**src/design/pas_consts.svh**
```systemverilog
// Register offsets, field positions, reset values and fixed codes of the start-up sequencer.
`ifndef PAS_CONSTS_SVH
`define PAS_CONSTS_SVH

// Register byte offsets on the AXI4-Lite port.
`define PAS_ADDR_W 12
`define PAS_OFS_CTRL 12'h000
`define PAS_OFS_CMD 12'h004
`define PAS_OFS_STATUS 12'h008
`define PAS_OFS_SPD_PAGE 4'h1

// Control register fields.
`define PAS_CTRL_HOME_X 0
`define PAS_CTRL_HOME_Y 1
`define PAS_CTRL_PROG 2
`define PAS_CTRL_RST_VAL 3'h0

// Command register field: writing one issues a controller reset.
`define PAS_CMD_CTRL_RST 0

// Status register fields.
`define PAS_ST_STATE_LSB 0
`define PAS_ST_DONE_LSB 4
`define PAS_ST_LABEL_LSB 8

// Speed table geometry: two axes, four settings, five fields.
`define PAS_SPD_W 19
`define PAS_SPD_WORDS 40
`define PAS_SPD_PER_AXIS 20
`define PAS_SPD_FIELDS 5
`define PAS_SPD_HOME_SET 3
`define PAS_FLD_MODE 0
`define PAS_FLD_INIT 1
`define PAS_FLD_DRIVE 2
`define PAS_FLD_ACC 3
`define PAS_FLD_DEC 4

// Speed table reset values; a blank setting reads as zero.
`define PAS_S1_DRIVE 19'h00fa0
`define PAS_S2_DRIVE 19'h13880
`define PAS_S3_DRIVE 19'h13880
`define PAS_S4_INIT 19'h00fa0
`define PAS_S4_DRIVE 19'h09c40
`define PAS_ACC_DEFAULT 19'h001f4

// Program labels.
`define PAS_LABEL_W 6
`define PAS_FIRST_LABEL 6'h01

// Bus answers.
`define PAS_RESP_OKAY 2'h0
`define PAS_RESP_SLVERR 2'h2

`endif

```
**src/design/pas_pkg.sv**
```systemverilog
// Types shared by the start-up sequencer and its speed table.
package pas_pkg;

  typedef enum logic [3:0] {
    PAS_IDLE   = 4'h1,
    PAS_HOMING = 4'h2,
    PAS_PROG   = 4'h4,
    PAS_SPARE  = 4'h8
  } pas_state_t;

  typedef enum logic [2:0] {
    PAS_MODE_CONST = 3'h0,
    PAS_MODE_TRAP1 = 3'h1,
    PAS_MODE_TRAP2 = 3'h2,
    PAS_MODE_TRAP3 = 3'h3,
    PAS_MODE_SCUR1 = 3'h4,
    PAS_MODE_SCUR2 = 3'h5
  } pas_mode_t;

  typedef struct packed {
    logic hit;
    logic [5:0] idx;
  } pas_spd_sel_t;

  // Maps a bus address onto a speed table word; fields 5 to 7 of each block are holes.
  function automatic pas_spd_sel_t pas_spd_decode(input logic [11:0] addr);
    pas_spd_sel_t sel;
    sel.hit = (addr[11:8] == 4'h1) && (addr[4:2] < 3'h5) && (addr[1:0] == 2'h0);
    sel.idx = 6'((addr[7] ? 20 : 0) + 5 * addr[6:5] + addr[4:2]);
    return sel;
  endfunction

  // Merges a write into an old word under the byte enables.
  function automatic logic [31:0] pas_merge(input logic [31:0] old, input logic [31:0] data,
                                            input logic [3:0] strb);
    logic [31:0] res;
    res = old;
    for (int b = 0; b < 4; b++) begin
      if (strb[b]) begin
        res[8*b +: 8] = data[8*b +: 8];
      end
    end
    return res;
  endfunction

endpackage

```
**src/design/pas_speed_store.sv**
```systemverilog
// Per-axis table of four speed settings, with the home search speed taken from the fourth.
`timescale 1ns/1ns
`include "pas_consts.svh"

module pas_speed_store (
  // Clock and reset
  input wire logic mclk_in,
  input wire logic reset_in,
  // Write port
  input wire logic wr_en_in,
  input wire logic [5:0] wr_idx_in,
  input wire logic [31:0] wr_data_in,
  input wire logic [3:0] wr_strb_in,
  // Read port
  input wire logic [5:0] rd_idx_in,
  output logic [31:0] rd_data_out,
  // Home search speeds per axis
  output logic [`PAS_SPD_W-1:0] home_init_x_out,
  output logic [`PAS_SPD_W-1:0] home_drive_x_out,
  output logic [`PAS_SPD_W-1:0] home_init_y_out,
  output logic [`PAS_SPD_W-1:0] home_drive_y_out
);
  import pas_pkg::*;

  typedef struct packed {
    logic [`PAS_SPD_WORDS-1:0][`PAS_SPD_W-1:0] word;
  } pas_store_t;

  pas_store_t st;
  pas_store_t next_st;

  function automatic logic [`PAS_SPD_W-1:0] pas_spd_default(input int idx);
    int set;
    int fld;
    set = (idx % `PAS_SPD_PER_AXIS) / `PAS_SPD_FIELDS;
    fld = idx % `PAS_SPD_FIELDS;
    case (fld)
      `PAS_FLD_MODE: begin
        case (set)
          1: pas_spd_default = `PAS_SPD_W'(PAS_MODE_TRAP1);
          2: pas_spd_default = `PAS_SPD_W'(PAS_MODE_SCUR1);
          3: pas_spd_default = `PAS_SPD_W'(PAS_MODE_TRAP2);
          default: pas_spd_default = `PAS_SPD_W'(PAS_MODE_CONST);
        endcase
      end
      `PAS_FLD_INIT: pas_spd_default = (set == 3) ? `PAS_S4_INIT : '0;
      `PAS_FLD_DRIVE: begin
        case (set)
          1: pas_spd_default = `PAS_S2_DRIVE;
          2: pas_spd_default = `PAS_S3_DRIVE;
          3: pas_spd_default = `PAS_S4_DRIVE;
          default: pas_spd_default = `PAS_S1_DRIVE;
        endcase
      end
      `PAS_FLD_ACC: pas_spd_default = (set != 0) ? `PAS_ACC_DEFAULT : '0;
      default: pas_spd_default = '0;
    endcase
  endfunction

  function automatic int pas_home_idx(input int axis, input int fld);
    return axis * `PAS_SPD_PER_AXIS + `PAS_SPD_HOME_SET * `PAS_SPD_FIELDS + fld;
  endfunction

  always_comb begin
    logic [31:0] merged;
    next_st = st;
    merged = pas_merge(32'(st.word[wr_idx_in]), wr_data_in, wr_strb_in);
    if (wr_en_in) begin
      next_st.word[wr_idx_in] = merged[`PAS_SPD_W-1:0];
    end
  end

  always_ff @(posedge mclk_in) begin
    if (reset_in) begin
      for (int i = 0; i < `PAS_SPD_WORDS; i++) begin
        st.word[i] <= pas_spd_default(i);
      end
    end else begin
      st <= next_st;
    end
  end

  assign rd_data_out = 32'(st.word[rd_idx_in]);
  // Automatic home search runs on the fourth setting of each axis.
  assign home_init_x_out = st.word[pas_home_idx(0, `PAS_FLD_INIT)];
  assign home_drive_x_out = st.word[pas_home_idx(0, `PAS_FLD_DRIVE)];
  assign home_init_y_out = st.word[pas_home_idx(1, `PAS_FLD_INIT)];
  assign home_drive_y_out = st.word[pas_home_idx(1, `PAS_FLD_DRIVE)];

endmodule  // pas_speed_store

```
**src/design/pas_sequencer.sv**
```systemverilog
// Power-on auto start sequencer: start-up home search and program launch, AXI4-Lite registers.
//
// The AXI4-Lite slave port and the placing of the registers were left to the implementer.
`timescale 1ns/1ns
`include "pas_consts.svh"

module pas_sequencer (
  // Clock and reset
  input wire logic mclk_in,
  input wire logic reset_in,
  // AXI4-Lite write address and data
  input wire logic [`PAS_ADDR_W-1:0] s_axi_awaddr_in,
  input wire logic s_axi_awvalid_in,
  output logic s_axi_awready_out,
  input wire logic [31:0] s_axi_wdata_in,
  input wire logic [3:0] s_axi_wstrb_in,
  input wire logic s_axi_wvalid_in,
  output logic s_axi_wready_out,
  // AXI4-Lite write response
  output logic [1:0] s_axi_bresp_out,
  output logic s_axi_bvalid_out,
  input wire logic s_axi_bready_in,
  // AXI4-Lite read
  input wire logic [`PAS_ADDR_W-1:0] s_axi_araddr_in,
  input wire logic s_axi_arvalid_in,
  output logic s_axi_arready_out,
  output logic [31:0] s_axi_rdata_out,
  output logic [1:0] s_axi_rresp_out,
  output logic s_axi_rvalid_out,
  input wire logic s_axi_rready_in,
  // Parallel control connector pins, active low
  input wire logic ext_reset_n_in,
  input wire logic stop_n_in,
  input wire logic [`PAS_LABEL_W-1:0] program_select_inputs_n_in,
  // Home search engine
  input wire logic [1:0] home_done_in,
  output logic [1:0] home_start_out,
  output logic home_abort_out,
  output logic [`PAS_SPD_W-1:0] home_init_x_out,
  output logic [`PAS_SPD_W-1:0] home_drive_x_out,
  output logic [`PAS_SPD_W-1:0] home_init_y_out,
  output logic [`PAS_SPD_W-1:0] home_drive_y_out,
  // Program engine
  input wire logic prog_done_in,
  output logic prog_start_out,
  output logic prog_abort_out,
  output logic [`PAS_LABEL_W-1:0] prog_label_out,
  // Controller reset and sequence state
  output logic ctrl_reset_out,
  output logic seq_busy_out
);
  import pas_pkg::*;

  typedef struct packed {
    // Pin synchronisers.
    logic ext_rst_n_s1;
    logic ext_rst_n_s2;
    logic stop_n_s1;
    logic stop_n_s2;
    logic [`PAS_LABEL_W-1:0] psel_n_s1;
    logic [`PAS_LABEL_W-1:0] psel_n_s2;
    // Settings and sequencing.
    logic [2:0] ctrl;
    logic launch_pend;
    pas_state_t state;
    logic [1:0] home_mask;
    logic [1:0] home_done;
    logic [`PAS_LABEL_W-1:0] label;
    logic [1:0] home_start;
    logic home_abort;
    logic prog_start;
    logic prog_abort;
    logic ctrl_reset;
    logic busy;
    logic [`PAS_SPD_W-1:0] init_x;
    logic [`PAS_SPD_W-1:0] drive_x;
    logic [`PAS_SPD_W-1:0] init_y;
    logic [`PAS_SPD_W-1:0] drive_y;
    // Bus slave.
    logic aw_got;
    logic [`PAS_ADDR_W-1:0] aw_addr;
    logic w_got;
    logic [31:0] w_data;
    logic [3:0] w_strb;
    logic awready;
    logic wready;
    logic bvalid;
    logic [1:0] bresp;
    logic arready;
    logic rvalid;
    logic [31:0] rdata;
    logic [1:0] rresp;
  } pas_seq_t;

  pas_seq_t st;
  pas_seq_t next_st;

  logic spd_wr_en;
  logic [5:0] spd_wr_idx;
  logic [31:0] spd_rd_data;
  logic [`PAS_SPD_W-1:0] spd_init_x;
  logic [`PAS_SPD_W-1:0] spd_drive_x;
  logic [`PAS_SPD_W-1:0] spd_init_y;
  logic [`PAS_SPD_W-1:0] spd_drive_y;
  pas_spd_sel_t wr_sel;
  pas_spd_sel_t rd_sel;

  assign wr_sel = pas_spd_decode(st.aw_addr);
  assign rd_sel = pas_spd_decode(s_axi_araddr_in);
  assign spd_wr_idx = wr_sel.idx;

  pas_speed_store u_speed (
    .mclk_in(mclk_in),
    .reset_in(reset_in),
    .wr_en_in(spd_wr_en),
    .wr_idx_in(spd_wr_idx),
    .wr_data_in(st.w_data),
    .wr_strb_in(st.w_strb),
    .rd_idx_in(rd_sel.idx),
    .rd_data_out(spd_rd_data),
    .home_init_x_out(spd_init_x),
    .home_drive_x_out(spd_drive_x),
    .home_init_y_out(spd_init_y),
    .home_drive_y_out(spd_drive_y)
  );

  // Open select pins read high, so the label is the inverted pin value; with all pins open it is the first label.
  function automatic logic [`PAS_LABEL_W-1:0] pas_label(input logic [`PAS_LABEL_W-1:0] pins_n);
    logic [`PAS_LABEL_W-1:0] val;
    val = ~pins_n;
    return (val == '0) ? `PAS_FIRST_LABEL : val;
  endfunction

  always_comb begin
    logic do_write;
    logic soft_rst;
    logic abort;
    logic [31:0] ctrl_new;
    logic [2:0] en_now;
    do_write = 1'b0;
    soft_rst = 1'b0;
    abort = 1'b0;
    ctrl_new = '0;
    en_now = '0;
    next_st = st;
    spd_wr_en = 1'b0;

    next_st.ext_rst_n_s1 = ext_reset_n_in;
    next_st.ext_rst_n_s2 = st.ext_rst_n_s1;
    next_st.stop_n_s1 = stop_n_in;
    next_st.stop_n_s2 = st.stop_n_s1;
    next_st.psel_n_s1 = program_select_inputs_n_in;
    next_st.psel_n_s2 = st.psel_n_s1;

    next_st.home_start = 2'h0;
    next_st.home_abort = 1'b0;
    next_st.prog_start = 1'b0;
    next_st.prog_abort = 1'b0;
    next_st.ctrl_reset = 1'b0;

    // Write address and data are taken in either order; the write happens once both are held.
    if (s_axi_awvalid_in && st.awready) begin
      next_st.aw_got = 1'b1;
      next_st.aw_addr = s_axi_awaddr_in;
    end
    if (s_axi_wvalid_in && st.wready) begin
      next_st.w_got = 1'b1;
      next_st.w_data = s_axi_wdata_in;
      next_st.w_strb = s_axi_wstrb_in;
    end
    if (st.bvalid && s_axi_bready_in) begin
      next_st.bvalid = 1'b0;
    end
    if (st.aw_got && st.w_got && !st.bvalid) begin
      do_write = 1'b1;
      next_st.aw_got = 1'b0;
      next_st.w_got = 1'b0;
      next_st.bvalid = 1'b1;
      next_st.bresp = `PAS_RESP_OKAY;
    end

    if (do_write) begin
      if (wr_sel.hit) begin
        spd_wr_en = 1'b1;
      end else if (st.aw_addr == `PAS_OFS_CTRL) begin
        ctrl_new = pas_merge(32'(st.ctrl), st.w_data, st.w_strb);
        // While a start-up step runs any enable can be set but none can be cleared.
        if (st.state != PAS_IDLE) begin
          next_st.ctrl = st.ctrl | ctrl_new[2:0];
        end else begin
          next_st.ctrl = ctrl_new[2:0];
        end
      end else if (st.aw_addr == `PAS_OFS_CMD) begin
        soft_rst = st.w_strb[0] && st.w_data[`PAS_CMD_CTRL_RST];
      end else if (st.aw_addr != `PAS_OFS_STATUS) begin
        next_st.bresp = `PAS_RESP_SLVERR;
      end
    end
    next_st.ctrl_reset = soft_rst;

    // Reads answer one cycle after the address is taken.
    if (st.rvalid && s_axi_rready_in) begin
      next_st.rvalid = 1'b0;
    end
    if (s_axi_arvalid_in && st.arready) begin
      next_st.rvalid = 1'b1;
      next_st.rresp = `PAS_RESP_OKAY;
      if (rd_sel.hit) begin
        next_st.rdata = spd_rd_data;
      end else if (s_axi_araddr_in == `PAS_OFS_CTRL) begin
        next_st.rdata = 32'(st.ctrl);
      end else if (s_axi_araddr_in == `PAS_OFS_STATUS) begin
        next_st.rdata = '0;
        next_st.rdata[`PAS_ST_STATE_LSB +: 4] = st.state;
        next_st.rdata[`PAS_ST_DONE_LSB +: 2] = st.home_done;
        next_st.rdata[`PAS_ST_LABEL_LSB +: `PAS_LABEL_W] = st.label;
      end else if (s_axi_araddr_in == `PAS_OFS_CMD) begin
        next_st.rdata = '0;
      end else begin
        next_st.rdata = '0;
        next_st.rresp = `PAS_RESP_SLVERR;
      end
    end
    next_st.awready = !next_st.aw_got && !next_st.bvalid;
    next_st.wready = !next_st.w_got && !next_st.bvalid;
    next_st.arready = !next_st.rvalid;

    // Both abort sources; the software reset itself never arms a launch.
    abort = soft_rst || !st.stop_n_s2;
    en_now = st.ctrl;

    if (!st.ext_rst_n_s2) begin
      // The external reset pin holds the sequence off and re-arms it for its release.
      next_st.home_abort = (st.state == PAS_HOMING);
      next_st.prog_abort = (st.state == PAS_PROG);
      next_st.state = PAS_IDLE;
      next_st.launch_pend = 1'b1;
    end else begin
      case (st.state)
        PAS_IDLE: begin
          if (st.launch_pend) begin
            next_st.launch_pend = 1'b0;
            // A stop held at the launch cancels the whole start-up run.
            if (abort) begin
              next_st.state = PAS_IDLE;
            end else if (en_now[`PAS_CTRL_HOME_X] || en_now[`PAS_CTRL_HOME_Y]) begin
              next_st.home_mask = en_now[1:0];
              next_st.home_done = 2'h0;
              next_st.home_start = en_now[1:0];
              next_st.init_x = spd_init_x;
              next_st.drive_x = spd_drive_x;
              next_st.init_y = spd_init_y;
              next_st.drive_y = spd_drive_y;
              next_st.state = PAS_HOMING;
            end else if (en_now[`PAS_CTRL_PROG]) begin
              next_st.label = pas_label(st.psel_n_s2);
              next_st.prog_start = 1'b1;
              next_st.state = PAS_PROG;
            end
          end
        end
        PAS_HOMING: begin
          if (abort) begin
            next_st.home_abort = 1'b1;
            next_st.state = PAS_IDLE;
          end else begin
            next_st.home_done = st.home_done | (home_done_in & st.home_mask);
            // The program waits for every axis that was sent homing.
            if (next_st.home_done == st.home_mask) begin
              if (st.ctrl[`PAS_CTRL_PROG]) begin
                next_st.label = pas_label(st.psel_n_s2);
                next_st.prog_start = 1'b1;
                next_st.state = PAS_PROG;
              end else begin
                next_st.state = PAS_IDLE;
              end
            end
          end
        end
        PAS_PROG: begin
          if (abort) begin
            next_st.prog_abort = 1'b1;
            next_st.state = PAS_IDLE;
          end else if (prog_done_in) begin
            next_st.state = PAS_IDLE;
          end
        end
        default: begin
          next_st.state = PAS_IDLE;
        end
      endcase
    end
    next_st.busy = (next_st.state != PAS_IDLE);
  end

  // Power-up arms the launch, but it is spent on the first edge after release while the settings cleared by reset
  // are still zero, so power-up starts no run; start-up runs need the external reset pin after software sets them.
  always_ff @(posedge mclk_in) begin
    if (reset_in) begin
      st <= '0;
      st.ext_rst_n_s1 <= 1'b1;
      st.ext_rst_n_s2 <= 1'b1;
      st.stop_n_s1 <= 1'b1;
      st.stop_n_s2 <= 1'b1;
      st.psel_n_s1 <= '1;
      st.psel_n_s2 <= '1;
      st.ctrl <= `PAS_CTRL_RST_VAL;
      st.launch_pend <= 1'b1;
      st.state <= PAS_IDLE;
      st.awready <= 1'b1;
      st.wready <= 1'b1;
      st.arready <= 1'b1;
    end else begin
      st <= next_st;
    end
  end

  assign s_axi_awready_out = st.awready;
  assign s_axi_wready_out = st.wready;
  assign s_axi_bvalid_out = st.bvalid;
  assign s_axi_bresp_out = st.bresp;
  assign s_axi_arready_out = st.arready;
  assign s_axi_rvalid_out = st.rvalid;
  assign s_axi_rdata_out = st.rdata;
  assign s_axi_rresp_out = st.rresp;
  assign home_start_out = st.home_start;
  assign home_abort_out = st.home_abort;
  assign home_init_x_out = st.init_x;
  assign home_drive_x_out = st.drive_x;
  assign home_init_y_out = st.init_y;
  assign home_drive_y_out = st.drive_y;
  assign prog_start_out = st.prog_start;
  assign prog_abort_out = st.prog_abort;
  assign prog_label_out = st.label;
  assign ctrl_reset_out = st.ctrl_reset;
  assign seq_busy_out = st.busy;

endmodule  // pas_sequencer

```
**config.mk**
```make
export PLATFORM = sky130hd
export DESIGN_NAME = pas_sequencer
export DESIGN_NICKNAME = d
export VERILOG_FILES = /design/src/design/pas_pkg.sv /design/src/design/pas_speed_store.sv /design/src/design/pas_sequencer.sv
export VERILOG_INCLUDE_DIRS = /design/src /design/src/design
export SDC_FILE = /design/constraint.sdc
export NUM_CORES = 2
export LEC_CHECK = 0
export BUFFER_PORTS_ARGS = -buffer_cell sky130_fd_sc_hd__buf_2
export CAP_MARGIN = 10
export CORE_UTILIZATION = 50
export DETAILED_ROUTE_END_ITERATION = 7
export GPL_TIMING_DRIVEN = 0
export PLACE_DENSITY = 0.68
export REMOVE_ABC_BUFFERS = 1
export SLEW_MARGIN = 20
export SYNTH_ARGS = -nofsm -noshare
export SYNTH_HDL_FRONTEND = slang
export SYNTH_HIERARCHICAL = 1
export SYNTH_SLANG_ARGS = --single-unit
```
**constraint.sdc**
```tcl
create_clock -name mclk_in -period 6.3 [get_ports mclk_in]
set_input_delay 1.26 -clock mclk_in [delete_from_list [all_inputs] [get_ports mclk_in]]
set_output_delay 1.26 -clock mclk_in [all_outputs]
set_load 0.03 [all_outputs]
```
==> results by group <==
Run status
  – Status: complete, no violations

Clock tree
  – Worst-skew pair later-pin latency: 690 ps
  – Root Driver: clkbuf_16
  – H-tree depth: 3
  – Reg clk slew, reported paths: 60 ps
  – CTS sink count: 953
  – Total CTS buffers: 99
  – CTS tree: done
  – Postcts setup bufs: 0
  – CTS-repair resized insts: 0
  – Cts hold-fix bufs: 0
  – Max clock buf depth: 3

GRT
  – Initial antenna violation count: 7
  – Largest net degree at the start of global routing: 135
  – Vias in the first global route: 37500
  – First-pass GRT wire length: 239000 um
  – GRT overflow: 0
  – Gr usage total: 31.9%

Floorplanning
  – Die ar.: 0.0977 mm2
  – Die H: 313 um
  – Core Rows: 113
  – Core area: 0.0953 mm2
  – Initial core utilization: 50.6%
  – I/O pin count: 208
  – Die Width: 313 um

Setup path
  – Reg-to-reg slack, setup: 360 ps
  – CP required: 6810 ps
  – CP Launch Type: flop
  – CP Capture Type: flop
  – Arrival @ worst endpoint: 6450 ps
  – Max FO, Critical Path: 46
  – CP Class: reg2reg

Yosys
  – Synth Warn #: 6
  – Post-Syn Area per Cell: 9.66 um2
  – Mapped Cells: 4993
  – Post-Syn Area: 0.0482 mm2

Routing
  – DRC violations left: 0
  – Drt pass-1 iters: 6
  – Post-DR vias/cell: 6.64
  – Post-Route WL: 160000 um
  – Vias: 40100
  – Wirelength per Cell: 26.5 um
  – DR iter-0 viols: 5092
  – Antenna viol nets, final: 0

Place
  – RD Place Congestion: 0.911
  – Dpl cells: 5863
  – PortBufs: 192
  – Detailed placer's ending HPWL: 103000 um

Timing
  – Peak Freq: 168 MHz
  – Slew Viols, Final: 0
  – RSZ-0062 raised after global routing: false
  – # setup viols final: 0
  – Worst slew margin: 8.33%
  – Total Neg Setup Slack: 0 ps
  – Minimum clock period: 5940 ps
  – WHS: 413 ps
  – Final period utilization: 94.2%
  – Slew @ Worst Pin: 1360 ps
  – Clk_skew: 23.1 ps
  – Final Hold Viols: 0

Finish
  – Sequential cell area: 0.0191 mm2
  – NumNets Final: 4799
  – Multi-input logic area: 0.0251 mm2
  – # fillers: 8189
  – Finished Layout Cells: 6048
  – Share of cells above drive strength 1: 21.4%
  – Core Util, Final: 55.7%
  – Area grow syn2layout: 10.0%

Pwr
  – Pwr per Cell Area: 291 mW/mm2
  – Leak: 19.1 nW
  – Maximum VDD drop: 0.200 mV

Flow run
  – Max-cap violations: 0

Worst hold path
  – Hold Crit Class: reg2reg
[cell type report]
cell class,count,share of cell area [%]
multi-input combinational,3277,47.3
sequential,953,36.0
timing repair buffer,330,6.51
clock buffer,133,5.43
tap,1265,2.98
clock inverter,50,1.46
inverter,38,0.297
antenna,2,0.00944
[critical path, stage by stage (launching register included)]
cell and delay [ps]:
dfxtp_1 420, inv_1 60, ha_1 280, inv_1 60
fa_1 500, inv_1 70, ha_4 690, buf_16 330
nand2b_1 940, o22ai_1 220, o31ai_1 720, nand4_1 240
o21ai_1 930, o21ai_0 240
[worst paths after layout]
path	start	endpoint	depth (start not counted)
worst min register to register	next_st[206]	st[206]	1
worst max-delay path	st[83]	u_speed/st[429]	13
worst min-delay path	next_st[206]	st[206]	1
worst max register to register	st[83]	u_speed/st[429]	13
[placed cells by master, fill, tap and decap left out, types with 55 or more instances in the layout]
master and count:
dfxtp_1 953, mux2i_1 164, a221oi_1 70, nand2b_1 97, o31ai_1 72, clkbuf_16 102
a21oi_1 188, mux4_2 285, nand3_1 651, buf_2 191, nor2b_1 81, buf_16 55
o21ai_0 737, nor2_1 171, nand2_1 140, a22oi_1 58
[where the power goes]
group | internal [W] | switching [W]
Combinational | 0.000975 | 0.00180
Clock | 0.00398 | 0.00256
Sequential | 0.00606 | 0.0000328
Total | 0.0110 | 0.00439
[metal layers]
layer / GRT usage, % / vias up / routed length [um]
met2: 48.5 / 2494 / 70500
met3: 8.96 / 547 / 19800
met5: 0 / - / 42
met4: 17.5 / 8 / 9550
met1: 40.9 / 19300 / 60200
li1: - / 17700 / -
[flip-flops by register name, indices dropped and copies added (netlist names), 2 cells and up, named ones only]
register and cells:
u_speed/home_drive_y_out 19, u_speed/home_init_y_out 19, prog_label_out 6, u_speed/st 684, home_drive_x_out 19, next_st 8
s_axi_rdata_out 32, st 56, u_speed/home_drive_x_out 19, home_init_y_out 19, home_start_out 2, home_init_x_out 19
u_speed/home_init_x_out 19, home_drive_y_out 19
[through the flow]
stage / worst slack (ps) / power [W] / cell area (um2)
4_1_cts: 756 / 0.0154 / 53000
6_report: 364 / 0.0154 / 53000
3_3_place_gp: -31700 / 0.00887 / 46400
3_5_place_dp: 549 / 0.00889 / 49400
5_1_grt: 309 / 0.0158 / 53000
2_1_floorplan: -9600 / 0.00781 / 43900
Note: power is estimated with default switching activity, not from simulation.
